--- config.mk ---
export PLATFORM = sky130hd
export DESIGN_NAME = adcsq_top
export DESIGN_NICKNAME = d
export VERILOG_FILES = /design/src/core/adcsq_pkg.sv /design/src/core/adcsq_top.sv
export SDC_FILE = /design/constraint.sdc
export NUM_CORES = 1
export LEC_CHECK = 0
export BUFFER_PORTS_ARGS = -buffer_cell sky130_fd_sc_hd__buf_2
export CAP_MARGIN = 40
export CORE_ASPECT_RATIO = 0.6
export CORE_UTILIZATION = 50
export DETAILED_ROUTE_END_ITERATION = 16
export PLACE_DENSITY = 0.73
export SYNTH_ARGS = -nofsm -noshare
export SYNTH_HDL_FRONTEND = slang
export SYNTH_SLANG_ARGS = --single-unit
--- constraint.sdc ---
create_clock -name clk_sys_in -period 8.1 [get_ports clk_sys_in]
set_clock_uncertainty 0.2 [all_clocks]
set_input_delay 2.43 -clock clk_sys_in [delete_from_list [all_inputs] [get_ports clk_sys_in]]
set_output_delay 2.43 -clock clk_sys_in [all_outputs]
set_load 0.1 [all_outputs]
--- src/core/adcsq_pkg.sv ---
// adcsq_pkg: register map, field layout and timing for the converter sequencer.
// assumes a byte-wide register port with one-cycle read latency.
package adcsq_pkg;
  // register byte offsets
  localparam logic [7:0] ADCSQ_OFF_STATUS_CTRL = 8'h38;
  localparam logic [7:0] ADCSQ_OFF_RESULT      = 8'h39;
  localparam logic [7:0] ADCSQ_OFF_CLOCK_CFG   = 8'h3A;
  // status_control_reg fields
  localparam int ADCSQ_BIT_COMPLETE   = 7;
  localparam int ADCSQ_BIT_IRQ_EN     = 6;
  localparam int ADCSQ_BIT_CONTINUOUS = 5;
  localparam int ADCSQ_CH_MSB         = 4;
  // clock_cfg fields
  localparam int ADCSQ_DIV_MSB        = 7;
  localparam int ADCSQ_DIV_LSB        = 5;
  localparam int ADCSQ_BIT_CLK_SRC    = 4;
  // channel codes
  localparam logic [4:0] ADCSQ_CH_LAST     = 5'h0E;
  localparam logic [4:0] ADCSQ_CH_REF_HIGH = 5'h1D;
  localparam logic [4:0] ADCSQ_CH_REF_LOW  = 5'h1E;
  localparam logic [4:0] ADCSQ_CH_OFF      = 5'h1F;
  localparam int         ADCSQ_NUM_PINS    = 15;
  // result codes at the references
  localparam logic [7:0] ADCSQ_CODE_FULL   = 8'hFF;
  localparam logic [7:0] ADCSQ_CODE_ZERO   = 8'h00;
  // timing: eight sample ticks plus eight bit trials, in converter clocks
  localparam logic [4:0] ADCSQ_CONV_CYCLES = 5'h10;
  localparam logic [3:0] ADCSQ_PRESC_MAX   = 4'hF;
  // reset values
  localparam logic [4:0] ADCSQ_RST_CH      = 5'h1F;
  localparam logic [2:0] ADCSQ_RST_DIV     = 3'h0;
endpackage : adcsq_pkg

--- src/core/adcsq_top.sv ---
// adcsq_top: sequencer for an 8-bit successive approximation converter.
// assumes an external comparator answering analog input >= trial code,
// port logic outside honouring the pin takeover outputs.
//
// Contract
// - write to control starts 16-17 clock conversion
// - end latches result, sets flag or irq
// - 8-bit result, references give FF/00
// - selected pin forced to converter input
// - port writes ignored on selected pin
// - read of selected pin: 0 or latch
// - continuous mode overwrites result every conversion
// - continuous conversions run until bit cleared
// - flag read-only, sticky, cleared by write/read while irq disabled; a write with irq enable set loads it
// - irq enabled: flag bit gates cpu interrupt
// - result read or control write clears irq
// - reset clears flag, irq enable, continuous
// - single mode converts exactly once per start
// - wait mode keeps converting, irq wakes
// - stop aborts conversion, no restart until next control write
// - 5-bit channel decode incl. references
// - all-ones channel powers off; reset sets
// - 3-bit prescaler /1 /2 /4 /8 /16
// - clock source bit picks bus or crystal
`timescale 1ns/1ps
module adcsq_top
  import adcsq_pkg::*;
(
  // clock and reset
  input  wire logic        clk_sys_in,
  input  wire logic        reset_in,
  // register port
  input  wire logic [7:0]  reg_addr_in,
  input  wire logic [7:0]  reg_wdata_in,
  input  wire logic        reg_wr_in,
  input  wire logic        reg_rd_in,
  output logic      [7:0]  reg_rdata_out,
  // system
  input  wire logic        crystal_clock_in,
  input  wire logic        stop_mode_in,
  output logic             conv_irq_out,
  // analog front end
  input  wire logic        comparator_in,
  output logic      [7:0]  trial_code_out,
  output logic      [4:0]  selected_analog_input_out,
  output logic             sample_out,
  output logic             analog_power_out,
  // shared port pins
  input  wire logic [14:0] port_data_latch_in,
  input  wire logic [14:0] port_dir_in,
  input  wire logic [14:0] port_pin_in,
  output logic      [14:0] pin_takeover_out,
  output logic      [14:0] port_read_out
);

  // prescaler end counts for /1 /2 /4 /8
  localparam logic [3:0] ADCSQ_LIM_DIV1    = 4'h0;
  localparam logic [3:0] ADCSQ_LIM_DIV2    = 4'h1;
  localparam logic [3:0] ADCSQ_LIM_DIV4    = 4'h3;
  localparam logic [3:0] ADCSQ_LIM_DIV8    = 4'h7;
  // first trial code and its bit index
  localparam logic [7:0] ADCSQ_TRIAL_FIRST = 8'h80;
  localparam logic [2:0] ADCSQ_BIT_TOP     = 3'h7;
  // sample ticks pad eight trials out to the full conversion length
  localparam logic [3:0] ADCSQ_SAMPLE_LAST = 4'(ADCSQ_CONV_CYCLES - 5'h09);

  typedef enum logic [2:0] {
    ADCSQ_IDLE   = 3'b001,
    ADCSQ_SAMPLE = 3'b010,
    ADCSQ_TRIAL  = 3'b100
  } adcsq_state_t;

  function automatic logic [14:0] adcsq_pin_mask(input logic [4:0] ch);
    logic [14:0] m;
    m = '0;
    if (ch <= ADCSQ_CH_LAST) begin
      m[ch[3:0]] = 1'b1;
    end
    return m;
  endfunction : adcsq_pin_mask

  adcsq_state_t state_r;
  logic         complete_r;
  logic         irq_en_r;
  logic         cont_r;
  logic [4:0]   ch_r;
  logic [2:0]   div_r;
  logic         clk_src_r;
  logic [7:0]   result_r;
  logic [7:0]   sar_r;
  logic [2:0]   bit_idx_r;
  logic         irq_pend_r;
  logic [3:0]   presc_r;
  logic [3:0]   samp_cnt_r;
  logic         conv_tick_r;
  logic         xtal_meta_r;
  logic         xtal_sync_r;
  logic         xtal_prev_r;
  logic         stop_meta_r;
  logic         stop_sync_r;
  logic         cmp_meta_r;
  logic         cmp_sync_r;
  logic [14:0]  pin_meta_r;
  logic [14:0]  pin_sync_r;

  logic         wr_ctrl;
  logic         rd_result;
  logic         src_tick;
  logic [3:0]   presc_lim;
  logic         conv_done;
  logic [7:0]   sar_final;
  logic         ch_pin;
  logic [14:0]  sel_mask;
  logic         samp_last;

  assign wr_ctrl   = reg_wr_in && (reg_addr_in == ADCSQ_OFF_STATUS_CTRL);
  assign rd_result = reg_rd_in && (reg_addr_in == ADCSQ_OFF_RESULT);
  assign ch_pin    = (ch_r <= ADCSQ_CH_LAST);
  assign sel_mask  = adcsq_pin_mask(ch_r);
  assign samp_last = (samp_cnt_r == ADCSQ_SAMPLE_LAST);

  // synchronisers for outside inputs
  always_ff @(posedge clk_sys_in or posedge reset_in) begin
    if (reset_in) begin
      xtal_meta_r <= 1'b0;
      xtal_sync_r <= 1'b0;
      xtal_prev_r <= 1'b0;
      stop_meta_r <= 1'b0;
      stop_sync_r <= 1'b0;
      cmp_meta_r  <= 1'b0;
      cmp_sync_r  <= 1'b0;
      pin_meta_r  <= '0;
      pin_sync_r  <= '0;
    end else begin
      xtal_meta_r <= crystal_clock_in;
      xtal_sync_r <= xtal_meta_r;
      xtal_prev_r <= xtal_sync_r;
      stop_meta_r <= stop_mode_in;
      stop_sync_r <= stop_meta_r;
      cmp_meta_r  <= comparator_in;
      cmp_sync_r  <= cmp_meta_r;
      pin_meta_r  <= port_pin_in;
      pin_sync_r  <= pin_meta_r;
    end
  end

  // crystal rising edges found after the synchroniser, one tick each
  // source select
  assign src_tick = clk_src_r ? 1'b1 : (xtal_sync_r && !xtal_prev_r);

  // bus source at /1 or /2 outruns the three-cycle comparator path
  // prescaler decode
  always_comb begin
    unique casez (div_r)
      3'b000:  presc_lim = ADCSQ_LIM_DIV1;
      3'b001:  presc_lim = ADCSQ_LIM_DIV2;
      3'b010:  presc_lim = ADCSQ_LIM_DIV4;
      3'b011:  presc_lim = ADCSQ_LIM_DIV8;
      default: presc_lim = ADCSQ_PRESC_MAX;
    endcase
  end

  // converter clock enable; idles while powered off or stopped
  always_ff @(posedge clk_sys_in or posedge reset_in) begin
    if (reset_in) begin
      presc_r     <= 4'h0;
      conv_tick_r <= 1'b0;
    end else if (stop_sync_r || ch_r == ADCSQ_CH_OFF || wr_ctrl) begin
      presc_r     <= 4'h0;
      conv_tick_r <= 1'b0;
    end else begin
      conv_tick_r <= 1'b0;
      if (src_tick) begin
        if (presc_r >= presc_lim) begin
          presc_r     <= 4'h0;
          conv_tick_r <= 1'b1;
        end else begin
          presc_r <= presc_r + 4'h1;
        end
      end
    end
  end

  // counts sample ticks; restarts with every new conversion
  always_ff @(posedge clk_sys_in or posedge reset_in) begin
    if (reset_in) begin
      samp_cnt_r <= 4'h0;
    end else if (stop_sync_r || wr_ctrl || state_r != ADCSQ_SAMPLE) begin
      samp_cnt_r <= 4'h0;
    end else if (conv_tick_r) begin
      samp_cnt_r <= samp_cnt_r + 4'h1;
    end
  end

  // last trial bit settles the 8-bit code
  assign sar_final = cmp_sync_r ? sar_r : (sar_r & ~(8'h01 << bit_idx_r));
  // done on the last trial tick; same edge latches the result
  assign conv_done = (state_r == ADCSQ_TRIAL) && conv_tick_r && (bit_idx_r == 3'h0);

  // conversion sequencer
  always_ff @(posedge clk_sys_in or posedge reset_in) begin
    if (reset_in) begin
      state_r   <= ADCSQ_IDLE;
      sar_r     <= ADCSQ_CODE_ZERO;
      bit_idx_r <= ADCSQ_BIT_TOP;
    end else if (stop_sync_r) begin
      state_r <= ADCSQ_IDLE;
    end else if (wr_ctrl) begin
      state_r   <= (reg_wdata_in[ADCSQ_CH_MSB:0] == ADCSQ_CH_OFF) ? ADCSQ_IDLE : ADCSQ_SAMPLE;
      sar_r     <= ADCSQ_TRIAL_FIRST;
      bit_idx_r <= ADCSQ_BIT_TOP;
    end else if (conv_tick_r) begin
      unique case (state_r)
        ADCSQ_IDLE: begin
          state_r <= ADCSQ_IDLE;
        end
        ADCSQ_SAMPLE: begin
          // eight trials follow the padded sample phase
          state_r <= samp_last ? ADCSQ_TRIAL : ADCSQ_SAMPLE;
        end
        ADCSQ_TRIAL: begin
          if (bit_idx_r == 3'h0) begin
            state_r   <= cont_r ? ADCSQ_SAMPLE : ADCSQ_IDLE;
            sar_r     <= ADCSQ_TRIAL_FIRST;
            bit_idx_r <= ADCSQ_BIT_TOP;
          end else begin
            sar_r     <= sar_final | (ADCSQ_TRIAL_FIRST >> (4'h8 - {1'b0, bit_idx_r}));
            bit_idx_r <= bit_idx_r - 3'h1;
          end
        end
        default: begin
          state_r <= ADCSQ_IDLE;
        end
      endcase
    end
  end

  always_ff @(posedge clk_sys_in or posedge reset_in) begin
    if (reset_in) begin
      result_r <= ADCSQ_CODE_ZERO;
    end else if (conv_done) begin
      // no read handshake; unread results are lost
      result_r <= sar_final;
    end
  end

  // control fields
  always_ff @(posedge clk_sys_in or posedge reset_in) begin
    if (reset_in) begin
      irq_en_r  <= 1'b0;
      cont_r    <= 1'b0;
      ch_r      <= ADCSQ_RST_CH;
      div_r     <= ADCSQ_RST_DIV;
      clk_src_r <= 1'b0;
    end else begin
      if (wr_ctrl) begin
        irq_en_r <= reg_wdata_in[ADCSQ_BIT_IRQ_EN];
        cont_r   <= reg_wdata_in[ADCSQ_BIT_CONTINUOUS];
        ch_r     <= reg_wdata_in[ADCSQ_CH_MSB:0];
      end
      // clock fields; changing them mid-conversion spoils that result
      if (reg_wr_in && reg_addr_in == ADCSQ_OFF_CLOCK_CFG) begin
        div_r     <= reg_wdata_in[ADCSQ_DIV_MSB:ADCSQ_DIV_LSB];
        clk_src_r <= reg_wdata_in[ADCSQ_BIT_CLK_SRC];
      end
    end
  end

  // complete flag; a conversion end wins over a clear
  always_ff @(posedge clk_sys_in or posedge reset_in) begin
    if (reset_in) begin
      complete_r <= 1'b0;
    end else if (conv_done && !irq_en_r) begin
      complete_r <= 1'b1;
    end else if (wr_ctrl) begin
      complete_r <= reg_wdata_in[ADCSQ_BIT_IRQ_EN] ? reg_wdata_in[ADCSQ_BIT_COMPLETE] : 1'b0;
    end else if (rd_result && !irq_en_r) begin
      complete_r <= 1'b0;
    end
  end

  // irq pending; set beats clear
  always_ff @(posedge clk_sys_in or posedge reset_in) begin
    if (reset_in) begin
      irq_pend_r <= 1'b0;
    end else if (conv_done && irq_en_r && !complete_r) begin
      // raise when service bit is 0
      irq_pend_r <= 1'b1;
    end else if (wr_ctrl || rd_result) begin
      irq_pend_r <= 1'b0;
    end
  end

  // read port and outputs
  always_ff @(posedge clk_sys_in or posedge reset_in) begin
    if (reset_in) begin
      reg_rdata_out             <= 8'h00;
      conv_irq_out              <= 1'b0;
      trial_code_out            <= ADCSQ_CODE_ZERO;
      selected_analog_input_out <= ADCSQ_RST_CH;
      sample_out                <= 1'b0;
      analog_power_out          <= 1'b0;
      pin_takeover_out          <= '0;
      port_read_out             <= '0;
    end else begin
      reg_rdata_out <= 8'h00;
      if (reg_rd_in) begin
        unique case (reg_addr_in)
          ADCSQ_OFF_STATUS_CTRL: reg_rdata_out <= {complete_r, irq_en_r, cont_r, ch_r};
          ADCSQ_OFF_RESULT:      reg_rdata_out <= result_r;
          ADCSQ_OFF_CLOCK_CFG:   reg_rdata_out <= {div_r, clk_src_r, 4'h0};
          default:               reg_rdata_out <= 8'h00;
        endcase
      end
      // request stays up to wake a waiting cpu
      conv_irq_out              <= irq_pend_r;
      trial_code_out            <= sar_r;
      // channel passed on to the analog mux
      selected_analog_input_out <= ch_r;
      sample_out                <= (state_r == ADCSQ_SAMPLE);
      analog_power_out          <= (ch_r != ADCSQ_CH_OFF) && !stop_sync_r;
      pin_takeover_out          <= ch_pin ? sel_mask : '0;
      // selected pin reads 0 or the latch
      port_read_out             <= ch_pin ? ((pin_sync_r & ~sel_mask) |
                                             (port_data_latch_in & port_dir_in & sel_mask))
                                          : pin_sync_r;
    end
  end

endmodule : adcsq_top

**After elaboration in Yosys (flattened, before gate mapping)**

Cells that the tools add are included.

- Word-level logic and storage cells: 136
- Input bits: 68
- Register bits after elaboration: 135

- Shift operators: 2
- Reduce and logical (&&, ||, !) cells: 32
- Bitwise operators: 9
- Order comparisons: 4
- Mux-type cells: 40
- Add/sub/neg operators: 4
- Eq/ne operators: 14

Operators with widths:

| cell | number |
|---|---|
| 8-bit 2-to-1 mux | 6 |
| 15-bit bitwise AND | 3 |
| 15-bit 2-to-1 mux | 3 |
| 3-bit 2-to-1 mux | 9 |
| 8-bit by 6-bit == test with 1-bit output, second input constant | 3 |
| 8-bit case mux with 3 select lines | 1 |
| 4-bit 2-to-1 mux | 5 |
| 4-bit case mux with 4 select lines | 1 |
| 15-bit inverter | 1 |
| 15-bit OR | 1 |
| 1-bit logical AND | 12 |
| 1-bit 2-to-1 mux | 11 |
| 5-bit == test, second input constant | 2 |
| 2-bit nonzero test | 5 |
| 3-bit by 2-bit == test with 1-bit output, second input constant | 3 |
| 4-bit by 1-bit adder with 4-bit output, second input constant | 2 |
| 8-bit bitwise AND | 1 |
| 8-bit inverter | 1 |
| 8-bit OR | 1 |
| 1-bit by 3-bit left shift with 8-bit output, first input constant | 1 |
| 8-bit by 4-bit right shift with 8-bit output, first input constant | 1 |
| 3-bit logical NOT | 2 |
| 3-bit case mux with 2 select lines | 1 |
| 3-bit nonzero test | 2 |
| other kinds (19) | 27 |

**Longest topological paths before layout**

Gate-level depths: netlist (run 1).

- Depth in word-level cells: 9
- Gate-level depth with buffers: 7
- Depth with buffers taken out: 7

**Least setup slack after synthesis (run 1)**

No wires, ideal clock.

- Kind: input to register
- Start point: in reg_addr_in[2]
- End point: reg cont_r
- Setup time: 0.125 ns
- Path slack: 4.287 ns
- Required time: 7.775 ns
- Cell stages on the path: 5
- Buffers on the path: 2
- Data arrival time: 3.488 ns
- Cell sequence: nand4b_4 > and3b_4 > buf_12 > buf_12 > mux2_2

- Cells in the longest elaborated chain, start to end: 2

Ends and longest elaborated chain:

| item | RTL line | RTL |
|---|---|---|
| start: declaration | adcsq_top.sv:33 | `input wire logic [7:0] reg_addr_in,` |
| 8-bit by 6-bit == test with 1-bit output | adcsq_top.sv:116 | `assign wr_ctrl = reg_wr_in && (reg_addr_in == ADCSQ_OFF_STATUS_CTRL);` |
| 1-bit logical AND | adcsq_top.sv:116 |  |
| end signal: assignment | adcsq_top.sv:258 | `cont_r <= reg_wdata_in[ADCSQ_BIT_CONTINUOUS];` |
| end: declaration | adcsq_top.sv:85 | `logic cont_r;` |

Every way passes these cells.
A chain may end at the register's enable or synchronous reset.

**Worst setup path in the final report (run 1)**

- Start point: in reg_addr_in[0]
- End point: reg sar_r[4]

- Cells in the longest elaborated chain, start to end: 4
- Elaborated cells between the ends (all ways): 6

Ends and longest elaborated chain:

| item | RTL line | RTL |
|---|---|---|
| 8-bit by 6-bit == test with 1-bit output (*) | adcsq_top.sv:116 |  |
| 1-bit logical AND (*) | adcsq_top.sv:116 |  |
| 2-bit nonzero test (no line) | - |  |
| 3-bit AND reduction (no line) | - |  |
| end signal: assignment | adcsq_top.sv:227 | `sar_r <= sar_final \| (ADCSQ_TRIAL_FIRST >> (4'h8 - {1'b0, bit_idx_r}));` |
| end: declaration | adcsq_top.sv:90 | `logic [7:0] sar_r;` |

Every way passes the cells marked *; elsewhere a longest branch is shown, timed or not.

==> parameters.txt, run 1 <==
Parameter                              Value

Outcome
  Result of the run    complete, no violations

Synth
  Area of the mapped netlist    5270 um2
  Largest area contributor in the netlist    sky130_fd_sc_hd__dfrtp_1
  Synth async-reset ratio    100%
  Number of synthesized flops with an enable pin    0
  Commonest register cell after synthesis    sky130_fd_sc_hd__dfrtp_1
  Post-synthesis compound-gate area fraction    10.3%
  Main combinational cell family by area after synthesis    simple AND/OR/NAND/NOR gates
  Avg Synthesized Cell Area    12.4 um2
  Simple-gate portion of the synthesized area    13.7%
  Synth Area in XOR/XNOR    0.498%
  Cell variety after synth    53
  Warnings from Yosys    0
  Part of the Yosys area used for sequential elements    64.4%
  Number of storage elements in the synthesis netlist    135
  Top cells by area in the synthesized netlist    sky130_fd_sc_hd__dfrtp_1, sky130_fd_sc_hd__dfstp_2, sky130_fd_sc_hd__ha_1
  Multiplexer area fraction after synthesis    3.84%
  Area share of the leading cell type in the synthesized netlist    57.4%
  Synthesized instance count    426
  Synth Area in Adders    3.32%
  Syn nets    508

Route
  Metal-1 WL    5.43 mm
  Top layer reached by signal wires    met4
  Vias    3,754
  Routed wire length per instance    16.7 um
  Wire length reported by the detailed router    11.7 mm
  Number of nets still failing antenna checks after routing    0
  WL met3    653 um
  Total DRC errors in the routed layout    0
  Vias/cell    5.34
  Met2 wire length    5.47 mm
  Initial DRC count    245
  Count of TritonRoute iterations in the first routing pass    5

Power
  Sw Pwr    443 uW
  Static power due to leakage    3.12 nW
  Combinational share of power    10.3%
  Worst vdd ir    0.000144 V
  Clock network fraction of total power    44.7%
  Power, Total    1.60 mW
  Share of total power in sequential cells    45.0%
  Power density over the cells    244 nW/um2
  Switching share of power    27.7%
  Internal power contribution    1.16 mW

Finish
  Final Net Count    637
  Fill cell instance count of the final layout    763
  Area Overhead vs Synth    24.2%
  Share of cells above drive strength 1    33.3%
  Diode insertion count for antenna repair    0
  Post-layout utilization of the core    65.1%
  Leading cell types in the layout, fill and taps excluded    sky130_fd_sc_hd__dfrtp_1, sky130_fd_sc_hd__buf_2, sky130_fd_sc_hd__nor2_1

Clock network
  Total number of clock tree sinks    135
  Post-CTS repair timing setup buffer count    0
  Clock slew at the register clock pins of the worst setup and hold paths    0.06 ns
  Max clock buf depth    2
  Hold-fix buffers, CTS    0
  Number of clock buffers inserted by TritonCTS    17
  Quantity of gates resized following cts    0
  CTS tree    done
  H-tree depth reported by CTS    4
  Buffer cell driving the clock tree root    sky130_fd_sc_hd__clkbuf_16
  Clock Latency Late Sink    0.41 ns

Timing
  Max Fclk    0.248 GHz
  Period utilization    49.7%
  Endpoints failing hold    0
  Unrepaired setup endpoints after global routing    no
  Final setup TNS    0 ns
  Setup violators final    0
  Clock period minus worst slack    4.02 ns
  Final number of max-transition violations    0
  Tightest slew margin relative to the limit    47.2%
  Least-Margin Pin Slew    0.786 ns

Setup path
  Peak fanout along the critical path    30
  Kind of cell with the highest combined delay on the critical path    simple AND/OR/NAND/NOR gates
  Worst EP arrival    4.11 ns
  FF-to-FF End    sar_r[3]
  Peak per-stage delay on the critical path    0.54 ns
  Type of the worst setup path    in2reg
  Crit path launch type    input port
  Crit-path slowest cell    sky130_fd_sc_hd__and3b_4
  Reg2Reg Setup Slack    5.74 ns
  Required time reported for the critical path endpoint    8.19 ns
  Worst reg2reg path depth    7
  Number of buffer and inverter instances along the worst setup path    1
  Launching element of the worst setup path    reg_addr_in[0]
  Crit-path cells    buf_2 -> nor2b_1 -> and3b_4 -> o21bai_2 -> a221o_1
  Startpoint of the most critical register-to-register path    bit_idx_r[0]
  Nature of the critical path endpoint    flip-flop

GRT
  Pin count of the biggest net entering global routing    64
  Grt ovf    0
  Global-route wire length before repair    19.1 mm
  Via count of the first global-routing pass    3,679
  Initial antenna violation count    0
  Overall routing resource usage    23.8%

Placed design
  Number of buffer cells added on primary ports    121
  Final weighted congestion in routability-driven placement    0.879
  Half-perimeter wire length of the detailed placement result    8.38 mm

Floorplan
  Boundary Pins    122
  Area of the core    10,100 um2
  Number of rows created at floorplan    28
  Die Area    11,000 um2
  Die Y    81.5 um
  Effective utilization at floorplan    52.4%
  Die width    135 um

Worst hold path
  Count of cells along the worst hold path    0
  Startpoint of the most critical hold path    pin_meta_r[7]
  Sink of the worst hold path    pin_sync_r[7]
  Path class of the lowest-slack min-delay path    reg2reg

Run
  Max-cap viol count    0
==> synthesized netlist by cell type, drive strengths merged, types with 3 or more instances <==
library cell,instances
clkbuf,4
nor3,14
a221o,7
mux2i,9
inv,30
and3,3
nand2,28
and2,3
o21a,3
or3,5
nand3,10
a31oi,3
a21oi,14
nor4,5
dfstp,14
nor2,31
nor2b,9
mux2,10
nand2b,7
ha,14
a32oi,3
buf,9
nand4,8
o31ai,7
dfrtp,121
o21ai,28
==> per-layer routing <==
| metal | track usage (%) | vias to the layer above |
|---|---|---|
| li1 | - | 1755 |
| met1 | 31.9 | 1848 |
| met2 | 38.0 | 133 |
| met3 | 5.25 | 18 |
| met4 | 10.8 | 0 |
| met5 | 0 | - |
==> worst register-to-register path, cell delays in order (launching register included) <==
cell and delay [ns]:
sky130_fd_sc_hd__dfstp_2 0.58, sky130_fd_sc_hd__inv_1 0.10, sky130_fd_sc_hd__ha_1 0.23, sky130_fd_sc_hd__ha_1 0.25
sky130_fd_sc_hd__nor2_1 0.20, sky130_fd_sc_hd__nand2_4 0.14, sky130_fd_sc_hd__nor4b_4 0.38, sky130_fd_sc_hd__a221o_1 0.21
==> worst max path at each step <==
| stage | end | depth (start not counted) |
|---|---|---|
| 6_report | sar_r[4] | 5 |
| 3_5_place_dp | sar_r[6] | 5 |
| 4_1_cts | selected_analog_input_out[1] | 1 |
| 3_3_place_gp | sar_r[6] | 5 |
| 5_1_grt | sar_r[4] | 5 |
| 2_1_floorplan | analog_power_out | 1 |
==> registers in the layout (all words and copies together) (netlist names), 3 cells and up <==
| signal | flops |
|---|---|
| bit_idx_r | 3 |
| ch_r | 5 |
| samp_cnt_r | 4 |
| pin_sync_r | 15 |
| result_r | 8 |
| div_r | 3 |
| pin_meta_r | 15 |
| sar_r | 8 |
| trial_code_out | 8 |
| reg_rdata_out | 8 |
| port_read_out | 15 |
| presc_r | 4 |
| selected_analog_input_out | 5 |
| state_r | 3 |
| pin_takeover_out | 15 |
==> power groups by stage <==
stage	registers (mW)	logic (mW)	clock network (mW)
floorplan	0.801	0.0467	0
global placement	0.730	0.160	0
detailed placement	0.732	0.164	0
CTS	0.720	0.165	0.728
global route	0.723	0.175	0.758
finish	0.720	0.164	0.715
==> kinds of logic (layout without fill, tap and decap cells) <==
group	count (synthesis)	in the layout
and+or+nand+nor	131	131
adders and majority gates	14	14
AOI/OAI and AO/OA	81	81
muxes	19	19
DFF	135	135
buffers and inverters	43	185
xor gates and xnor gates	3	3
==> metrics by stage <==
step	instance area, um2	worst slack, ns	std cells	hold slack [ns]
global placement	5960	3.76	670	0.132
finish	6550	4.08	703	0.144
global route	6550	3.95	703	0.149
floorplan	5270	1.88	426	0.131
detailed placement	5990	3.67	671	0.135
CTS	6550	4.09	703	0.147
==> cell type report <==
type,instances,area [um2],share of cell area [%]
sequential,135,3400,51.8
clock buffer,19,453,6.91
clock inverter,13,109,1.66
inverter,30,115,1.76
timing repair buffer,123,641,9.78
tap,135,169,2.58
multi-input combinational,248,1670,25.5
Power figures use the tool's default switching activity.
==> inputs of run 2 (changes only) <==
ABC_AREA = 1   (was default)
clock period = 3.9 ns   (was 8.1 ns; I/O delays follow)
==> run 2 against run 1 <==
Net effect:
- flip-flop and latch count unchanged
- synthesized cell count increased by 27%
- clock power increased by 110%
- critical path depth shrank 4
- largest power group is now clock
- global-route usage barely moved
- synthesized area increased by 3.8%
- non-clock buffer count grew 1
- first-iteration DRC count rose by 6.9%
- register-to-register slack got worse by 4.2 ns
==> parameters.txt, run 2 <==
Parameter                              Value

Outcome
  Result of the run    complete, no violations (unchanged)

Timing
  Period utilization    69.7%
  Unrepaired setup endpoints after global routing    no (unchanged)
  Endpoints failing hold    0 (unchanged)
  Final setup TNS    0 ns (unchanged)
  Tightest slew margin relative to the limit    50.5% (was 47.2%)
  Final number of max-transition violations    0 (unchanged)
  Least-Margin Pin Slew    0.741 ns (was 0.786 ns)
  Setup violators final    0 (unchanged)
  Clock period minus worst slack    2.72 ns
  Max Fclk    0.368 GHz

GRT
  Grt ovf    0 (unchanged)
  Global-route wire length before repair    20.3 mm (was 19.1 mm)
  Initial antenna violation count    0 (unchanged)
  Via count of the first global-routing pass    4,130 (was 3,679)
  Pin count of the biggest net entering global routing    43 (was 64)
  Overall routing resource usage    23.8% (about the same)

Power
  Clock network fraction of total power    44.9% (was 44.7%)
  Combinational share of power    10.7% (was 10.3%)
  Worst vdd ir    0.000319 V (was 0.000144 V)
  Sw Pwr    969 uW (was 443 uW)
  Power, Total    3.36 mW (was 1.60 mW)
  Internal power contribution    2.39 mW (was 1.16 mW)
  Power density over the cells    495 nW/um2 (was 244 nW/um2)
  Switching share of power    28.8% (was 27.7%)
  Static power due to leakage    3.51 nW (was 3.12 nW)
  Share of total power in sequential cells    44.4% (was 45.0%)

Finish
  Diode insertion count for antenna repair    0 (unchanged)
  Share of cells above drive strength 1    31.2% (was 33.3%)
  Area Overhead vs Synth    24.1% (was 24.2%)
  Final Net Count    755 (was 637)
  Area used by sequential logic in the layout    3400 um2 (unchanged)
  Leading cell types in the layout, fill and taps excluded    sky130_fd_sc_hd__nand2_1, sky130_fd_sc_hd__dfrtp_1, sky130_fd_sc_hd__buf_2 (was sky130_fd_sc_hd__dfrtp_1, sky130_fd_sc_hd__buf_2, sky130_fd_sc_hd__nor2_1)
  Most common library cell in the layout ignoring fill and taps    sky130_fd_sc_hd__nand2_1
  Fill cell instance count of the final layout    857 (was 763)
  Multi-input logic area    1790 um2 (was 1670 um2)
  Post-layout utilization of the core    64.1% (was 65.1%)

Synth
  Syn nets    621 (was 508)
  Synth async-reset ratio    100% (unchanged)
  Avg Synthesized Cell Area    10.2 um2 (was 12.4 um2)
  Part of the Yosys area used for sequential elements    62.0% (was 64.4%)
  Area of the mapped netlist    5470 um2 (was 5270 um2)
  Cell variety after synth    34 (was 53)
  Number of synthesized flops with an enable pin    0 (unchanged)
  Warnings from Yosys    0 (unchanged)
  Commonest register cell after synthesis    sky130_fd_sc_hd__dfrtp_1 (unchanged)
  Largest area contributor in the netlist    sky130_fd_sc_hd__dfrtp_1 (unchanged)
  Number of storage elements in the synthesis netlist    135 (unchanged)
  Top cells by area in the synthesized netlist    sky130_fd_sc_hd__dfrtp_1, sky130_fd_sc_hd__nand2_1, sky130_fd_sc_hd__dfstp_2 (was sky130_fd_sc_hd__dfrtp_1, sky130_fd_sc_hd__dfstp_2, sky130_fd_sc_hd__ha_1)
  Synthesized instance count    539 (was 426)
  Most frequent cells after synthesis    sky130_fd_sc_hd__nand2_1, sky130_fd_sc_hd__dfrtp_1, sky130_fd_sc_hd__nand3_1 (was sky130_fd_sc_hd__dfrtp_1, sky130_fd_sc_hd__nor2_1, sky130_fd_sc_hd__inv_1)
  Most repeated cell in the gate-level netlist after synthesis    sky130_fd_sc_hd__nand2_1 (was sky130_fd_sc_hd__dfrtp_1)
  Area share of the leading cell type in the synthesized netlist    55.3% (was 57.4%)

Floorplan
  Effective utilization at floorplan    51.7% (was 52.4%)
  Boundary Pins    122 (unchanged)
  Die Area    11,400 um2 (was 11,000 um2)
  Die width    137 um (was 135 um)
  Die Y    83.1 um (was 81.5 um)
  Number of rows created at floorplan    29 (was 28)
  Area of the core    10,600 um2 (was 10,100 um2)

Route
  Total DRC errors in the routed layout    0 (unchanged)
  Count of TritonRoute iterations in the first routing pass    5 (unchanged)
  Routed wire length per instance    15.0 um (was 16.7 um)
  Wire length reported by the detailed router    12.4 mm (was 11.7 mm)
  Vias/cell    5.04 (was 5.34)
  Vias    4,162 (was 3,754)
  Number of nets still failing antenna checks after routing    0 (unchanged)
  Initial DRC count    262 (was 245)

Setup path
  Kind of cell with the highest combined delay on the critical path    flip-flops (was simple AND/OR/NAND/NOR gates)
  Type of the worst setup path    reg2out (was in2reg)
  Nature of the critical path endpoint    output port (was flip-flop)
  Crit-path slowest cell    sky130_fd_sc_hd__dfstp_2 (was sky130_fd_sc_hd__and3b_4)
  Number of buffer and inverter instances along the worst setup path    1 (unchanged)
  Peak per-stage delay on the critical path    0.52 ns (was 0.54 ns)
  Peak fanout along the critical path    1 (was 30)
  Reg2Reg Setup Slack    1.52 ns (was 5.74 ns)
  Worst EP arrival    1.35 ns (was 4.11 ns)
  Crit-path cells    buf_2 (was buf_2 -> nor2b_1 -> and3b_4 -> o21bai_2 -> a221o_1)
  Crit path launch type    flip-flop (was input port)
  Required time reported for the critical path endpoint    2.53 ns (was 8.19 ns)

Clock network
  H-tree depth reported by CTS    4 (unchanged)
  Clock Latency Late Sink    0.41 ns (about the same)
  Quantity of gates resized following cts    0 (unchanged)
  Clock slew at the register clock pins of the worst setup and hold paths    0.06 ns (about the same)
  Number of clock buffers inserted by TritonCTS    17 (unchanged)
  Post-CTS repair timing setup buffer count    0 (unchanged)
  CTS tree    done (unchanged)
  Total number of clock tree sinks    135 (unchanged)
  Hold-fix buffers, CTS    0 (unchanged)
  Max clock buf depth    2 (unchanged)
  Buffer cell driving the clock tree root    sky130_fd_sc_hd__clkbuf_16 (unchanged)

Placed design
  Half-perimeter wire length of the detailed placement result    9.20 mm (was 8.38 mm)
  Number of buffer cells added on primary ports    121 (unchanged)
  Final weighted congestion in routability-driven placement    0.915 (was 0.879)

Run
  Max-cap viol count    0 (unchanged)

Worst hold path
  Path class of the lowest-slack min-delay path    reg2reg (unchanged)
## run 2: cell types whose count changed in the layout (fill, tap and decap cells not counted), moves of 10 or more
cell,delta
sky130_fd_sc_hd__inv_1,+21
sky130_fd_sc_hd__mux2_2,-10
sky130_fd_sc_hd__nand2_1,+98
sky130_fd_sc_hd__nand3_1,+48
sky130_fd_sc_hd__nor2_1,+10
sky130_fd_sc_hd__nor3_1,-10
sky130_fd_sc_hd__o21ai_2,+15
## run 2: power groups by stage
stage               Combinational, mW  Sequential, mW  Clock (mW)
floorplan                       0.111            1.66           0
global placement                0.352            1.51           0
detailed placement              0.360            1.52           0
CTS                             0.362            1.49        1.53
global route                    0.388            1.50        1.60
finish                          0.360            1.49        1.51
## run 2: kinds of logic (layout without fill, tap and decap cells)
logic type / after synthesis / count (layout) / share of synthesized area [%]
AND/OR/NAND/NOR: 254 / 254 / 21.3
adder cells (fa/ha/maj): 14 / 14 / 3.20
flip-flops: 135 / 135 / 62.0
XOR/XNOR: 5 / 5 / 0.800
multiplexers: 1 / 1 / 0.183
buffers and inverters: 66 / 213 / 5.35
AO/OA/AOI/OAI: 64 / 64 / 7.09
## run 2: worst paths after layout
kind	to	cells past startpoint	startpoint
worst min-delay path	cmp_sync_r	0	cmp_meta_r
max in group asynchronous	bit_idx_r[2]	3	reset_in
worst max-delay path	selected_analog_input_out[1]	1	selected_analog_input_out[1]
worst min register to register	cmp_sync_r	0	cmp_meta_r
worst max register to register	result_r[1]	8	bit_idx_r[0]
min in group asynchronous	pin_sync_r[6]	2	reset_in
## run 2: per-layer routing
metal  share of wire, %  vias up  track usage, %
met5                  0        -               0
met4               0.95        0            6.69
met3                6.0        8            6.53
met2                 46      118            35.4
met1                 47     2040            34.3
li1                   -     1996               -
## run 2: final cells by class
cell class	count	area share, %
Sequential cell	135	50.0
Multi-Input combinational cell	338	26.3
Timing Repair Buffer	124	9.62
Clock buffer	18	6.47
Inverter	57	3.21
Tap cell	139	2.56
Clock inverter	14	1.86
## run 2: through the flow
stage / hold slack (ns) / cell area [um2] / setup WS, ns / cells
floorplan: 0.131 / 5480 / 0.862 / 539
global placement: 0.132 / 6230 / 0.974 / 793
detailed placement: 0.135 / 6230 / 0.898 / 793
CTS: 0.149 / 6790 / 1.16 / 825
global route: 0.154 / 6790 / 1.15 / 825
finish: 0.148 / 6790 / 1.18 / 825
==> inputs of run 3 (changes only) <==
ABC_AREA = 0   (was 1)
CORE_UTILIZATION = 48   (was 50)
clock period = 2.4 ns   (was 3.9 ns; I/O delays follow)
==> run 3 against run 2 <==
Net effect:
- sequential share of layout area unchanged
- final cell count is 13% lower
- non-clock buffer count increased by 13
- sequential power increased by 63%
- first-iteration DRC count is 11% higher
- via count shrank 7.7%
- cell area did not move
- critical path type unchanged
==> parameters.txt, run 3 (synthesis gave the netlist of run 1 again) <==
Parameter                              Value

Outcome
  Result of the run    complete, no violations (unchanged)

Setup path
  Number of buffer and inverter instances along the worst setup path    1 (unchanged)
  Peak fanout along the critical path    1 (unchanged)
  Launching element of the worst setup path    selected_analog_input_out[0] (was selected_analog_input_out[1])
  Required time reported for the critical path endpoint    1.48 ns (was 2.53 ns)
  Kind of cell with the highest combined delay on the critical path    flip-flops (unchanged)
  Worst reg2reg path depth    7 (was 8)
  Type of the worst setup path    reg2out (unchanged)
  Startpoint of the most critical register-to-register path    bit_idx_r[0] (unchanged)
  Reg2Reg Setup Slack    0.14 ns (was 1.52 ns)
  Logic depth of the worst path, buffers included    1 (unchanged)
  Crit-path slowest cell    sky130_fd_sc_hd__dfstp_2 (unchanged)
  Capturing instance or port of the critical path    selected_analog_input_out[0] (was selected_analog_input_out[1])
  Worst EP arrival    1.36 ns (was 1.35 ns)
  Nature of the critical path endpoint    output port (unchanged)
  FF-to-FF End    sar_r[3] (was result_r[1])
  Crit-path cells    buf_2 (unchanged)
  Peak per-stage delay on the critical path    0.53 ns (was 0.52 ns)
  Crit path launch type    flip-flop (unchanged)

Finish
  Diode insertion count for antenna repair    0 (unchanged)
  Final design area excluding fillers    6790 um2 (unchanged)
  Share of cells above drive strength 1    34.9% (was 31.2%)
  Count of non-filler cells in the finished layout    720 (was 825)
  Final Net Count    651 (was 755)
  Area Overhead vs Synth    28.8% (was 24.1%)
  Leading cell types in the layout, fill and taps excluded    sky130_fd_sc_hd__dfrtp_1, sky130_fd_sc_hd__buf_2, sky130_fd_sc_hd__nor2_1 (was sky130_fd_sc_hd__nand2_1, sky130_fd_sc_hd__dfrtp_1, sky130_fd_sc_hd__buf_2)

Power
  Power density over the cells    877 nW/um2 (was 495 nW/um2)
  Static power due to leakage    3.25 nW (was 3.51 nW)
  Switching share of power    24.9% (was 28.8%)
  Clock network fraction of total power    49.5% (was 44.9%)
  Combinational share of power    9.8% (was 10.7%)
  Worst vdd ir    0.000639 V (was 0.000319 V)
  Sw Pwr    1.48 mW (was 969 uW)
  Internal power contribution    4.48 mW (was 2.39 mW)
  Power, Total    5.96 mW (was 3.36 mW)
  Share of total power in sequential cells    40.7% (was 44.4%)

Clock network
  Max clock buf depth    2 (unchanged)
  Number of clock buffers inserted by TritonCTS    17 (unchanged)
  Clock Latency Late Sink    0.41 ns (about the same)
  CTS tree    done (unchanged)
  Clock slew at the register clock pins of the worst setup and hold paths    0.06 ns (about the same)
  H-tree depth reported by CTS    4 (unchanged)
  Total number of clock tree sinks    135 (unchanged)
  Buffer cell driving the clock tree root    sky130_fd_sc_hd__clkbuf_16 (unchanged)

Timing
  Final number of max-transition violations    0 (unchanged)
  Unrepaired setup endpoints after global routing    no (unchanged)
  Final setup TNS    0 ns (unchanged)
  Clock period minus worst slack    2.28 ns
  Least-Margin Pin Slew    0.591 ns (was 0.741 ns)
  Endpoints failing hold    0 (unchanged)
  Final hold slack    0.147 ns (was 0.148 ns)
  Tightest slew margin relative to the limit    60.5% (was 50.5%)
  Max Fclk    0.439 GHz
  Period utilization    94.9%
  Setup violators final    0 (unchanged)

Placed design
  Area post-placement    6120 um2 (was 6230 um2)
  Final weighted congestion in routability-driven placement    0.883 (was 0.915)
  Half-perimeter wire length of the detailed placement result    8.86 mm (was 9.20 mm)
  Number of placed instances with taps included    689 (was 793)
  Number of buffer cells added on primary ports    121 (unchanged)

Route
  Initial DRC count    291 (was 262)
  Wire length reported by the detailed router    12.2 mm (was 12.4 mm)
  Vias/cell    5.34 (was 5.04)
  Total DRC errors in the routed layout    0 (unchanged)
  Count of TritonRoute iterations in the first routing pass    5 (unchanged)
  Vias    3,842 (was 4,162)
  Routed wire length per instance    16.9 um (was 15.0 um)
  Number of nets still failing antenna checks after routing    0 (unchanged)

Floorplan
  Die width    137 um (about the same)
  Effective utilization at floorplan    49.6% (was 51.7%)
  Die Y    83.2 um (was 83.1 um)
  Area of the core    10,600 um2 (about the same)
  Die Area    11,400 um2 (about the same)
  Number of rows created at floorplan    29 (unchanged)
  Boundary Pins    122 (unchanged)

GRT
  Grt ovf    0 (unchanged)
  Via count of the first global-routing pass    3,881 (was 4,130)
  Global-route wire length before repair    19.8 mm (was 20.3 mm)
  Initial antenna violation count    0 (unchanged)
  Overall routing resource usage    23.2% (was 23.8%)
  Pin count of the biggest net entering global routing    30 (was 43)

Worst hold path
  Path class of the lowest-slack min-delay path    reg2reg (unchanged)

Run
  Max-cap viol count    0 (unchanged)
[run 3: per-layer routing]
layer | part of all wire, % | track usage [%]
met1 | 45 | 32.2
met2 | 46 | 34.6
met3 | 7.3 | 6.41
met4 | 2.2 | 9.19
met5 | 0 | 0
[run 3: worst min path at each step]
stage / startpoint / end / slack (ns) / cells past startpoint
after floorplan: cmp_meta_r / cmp_sync_r / 0.13 / 0
after CTS: pin_meta_r[12] / pin_sync_r[12] / 0.15 / 0
after global routing: pin_meta_r[0] / pin_sync_r[0] / 0.15 / 0
after global placement: pin_meta_r[8] / pin_sync_r[8] / 0.13 / 0
final: pin_meta_r[12] / pin_sync_r[12] / 0.15 / 0
after detailed placement: stop_meta_r / stop_sync_r / 0.14 / 0
[run 3: cell type report]
class	instances	area [um2]
Clock buffer	17	425
Timing Repair Buffer	137	763
Tap cell	139	174
Clock inverter	14	246
Inverter	30	116
Multi-Input combinational cell	248	1670
Sequential cell	135	3400
Fill cell	795	3840
[run 3: power groups by stage]
stage | Sequential, mW | Clock (mW) | Combinational, mW
floorplan | 2.70 | 0 | 0.158
global placement | 2.46 | 0 | 0.569
detailed placement | 2.47 | 0 | 0.582
CTS | 2.43 | 2.99 | 0.586
global route | 2.44 | 3.09 | 0.623
finish | 2.43 | 2.95 | 0.582
[run 3: repair_timing]
item | 4_1_cts | 5_1_grt
endpoints found under the hold margin | 0 | 0
buffers inserted | 0 | 0
setup endpoints to repair | 0 | 6
hold buffers | 0 | 0
resized for setup | 0 | 2
[run 3: stage by stage]
stage | worst slack, ns | util (%)
2_1_floorplan | -0.188 | -
3_3_place_gp | 0.116 | 57.5
3_5_place_dp | 0.0456 | 57.5
4_1_cts | 0.0811 | 63.9
5_1_grt | 0.0331 | 63.9
6_report | 0.123 | 63.9
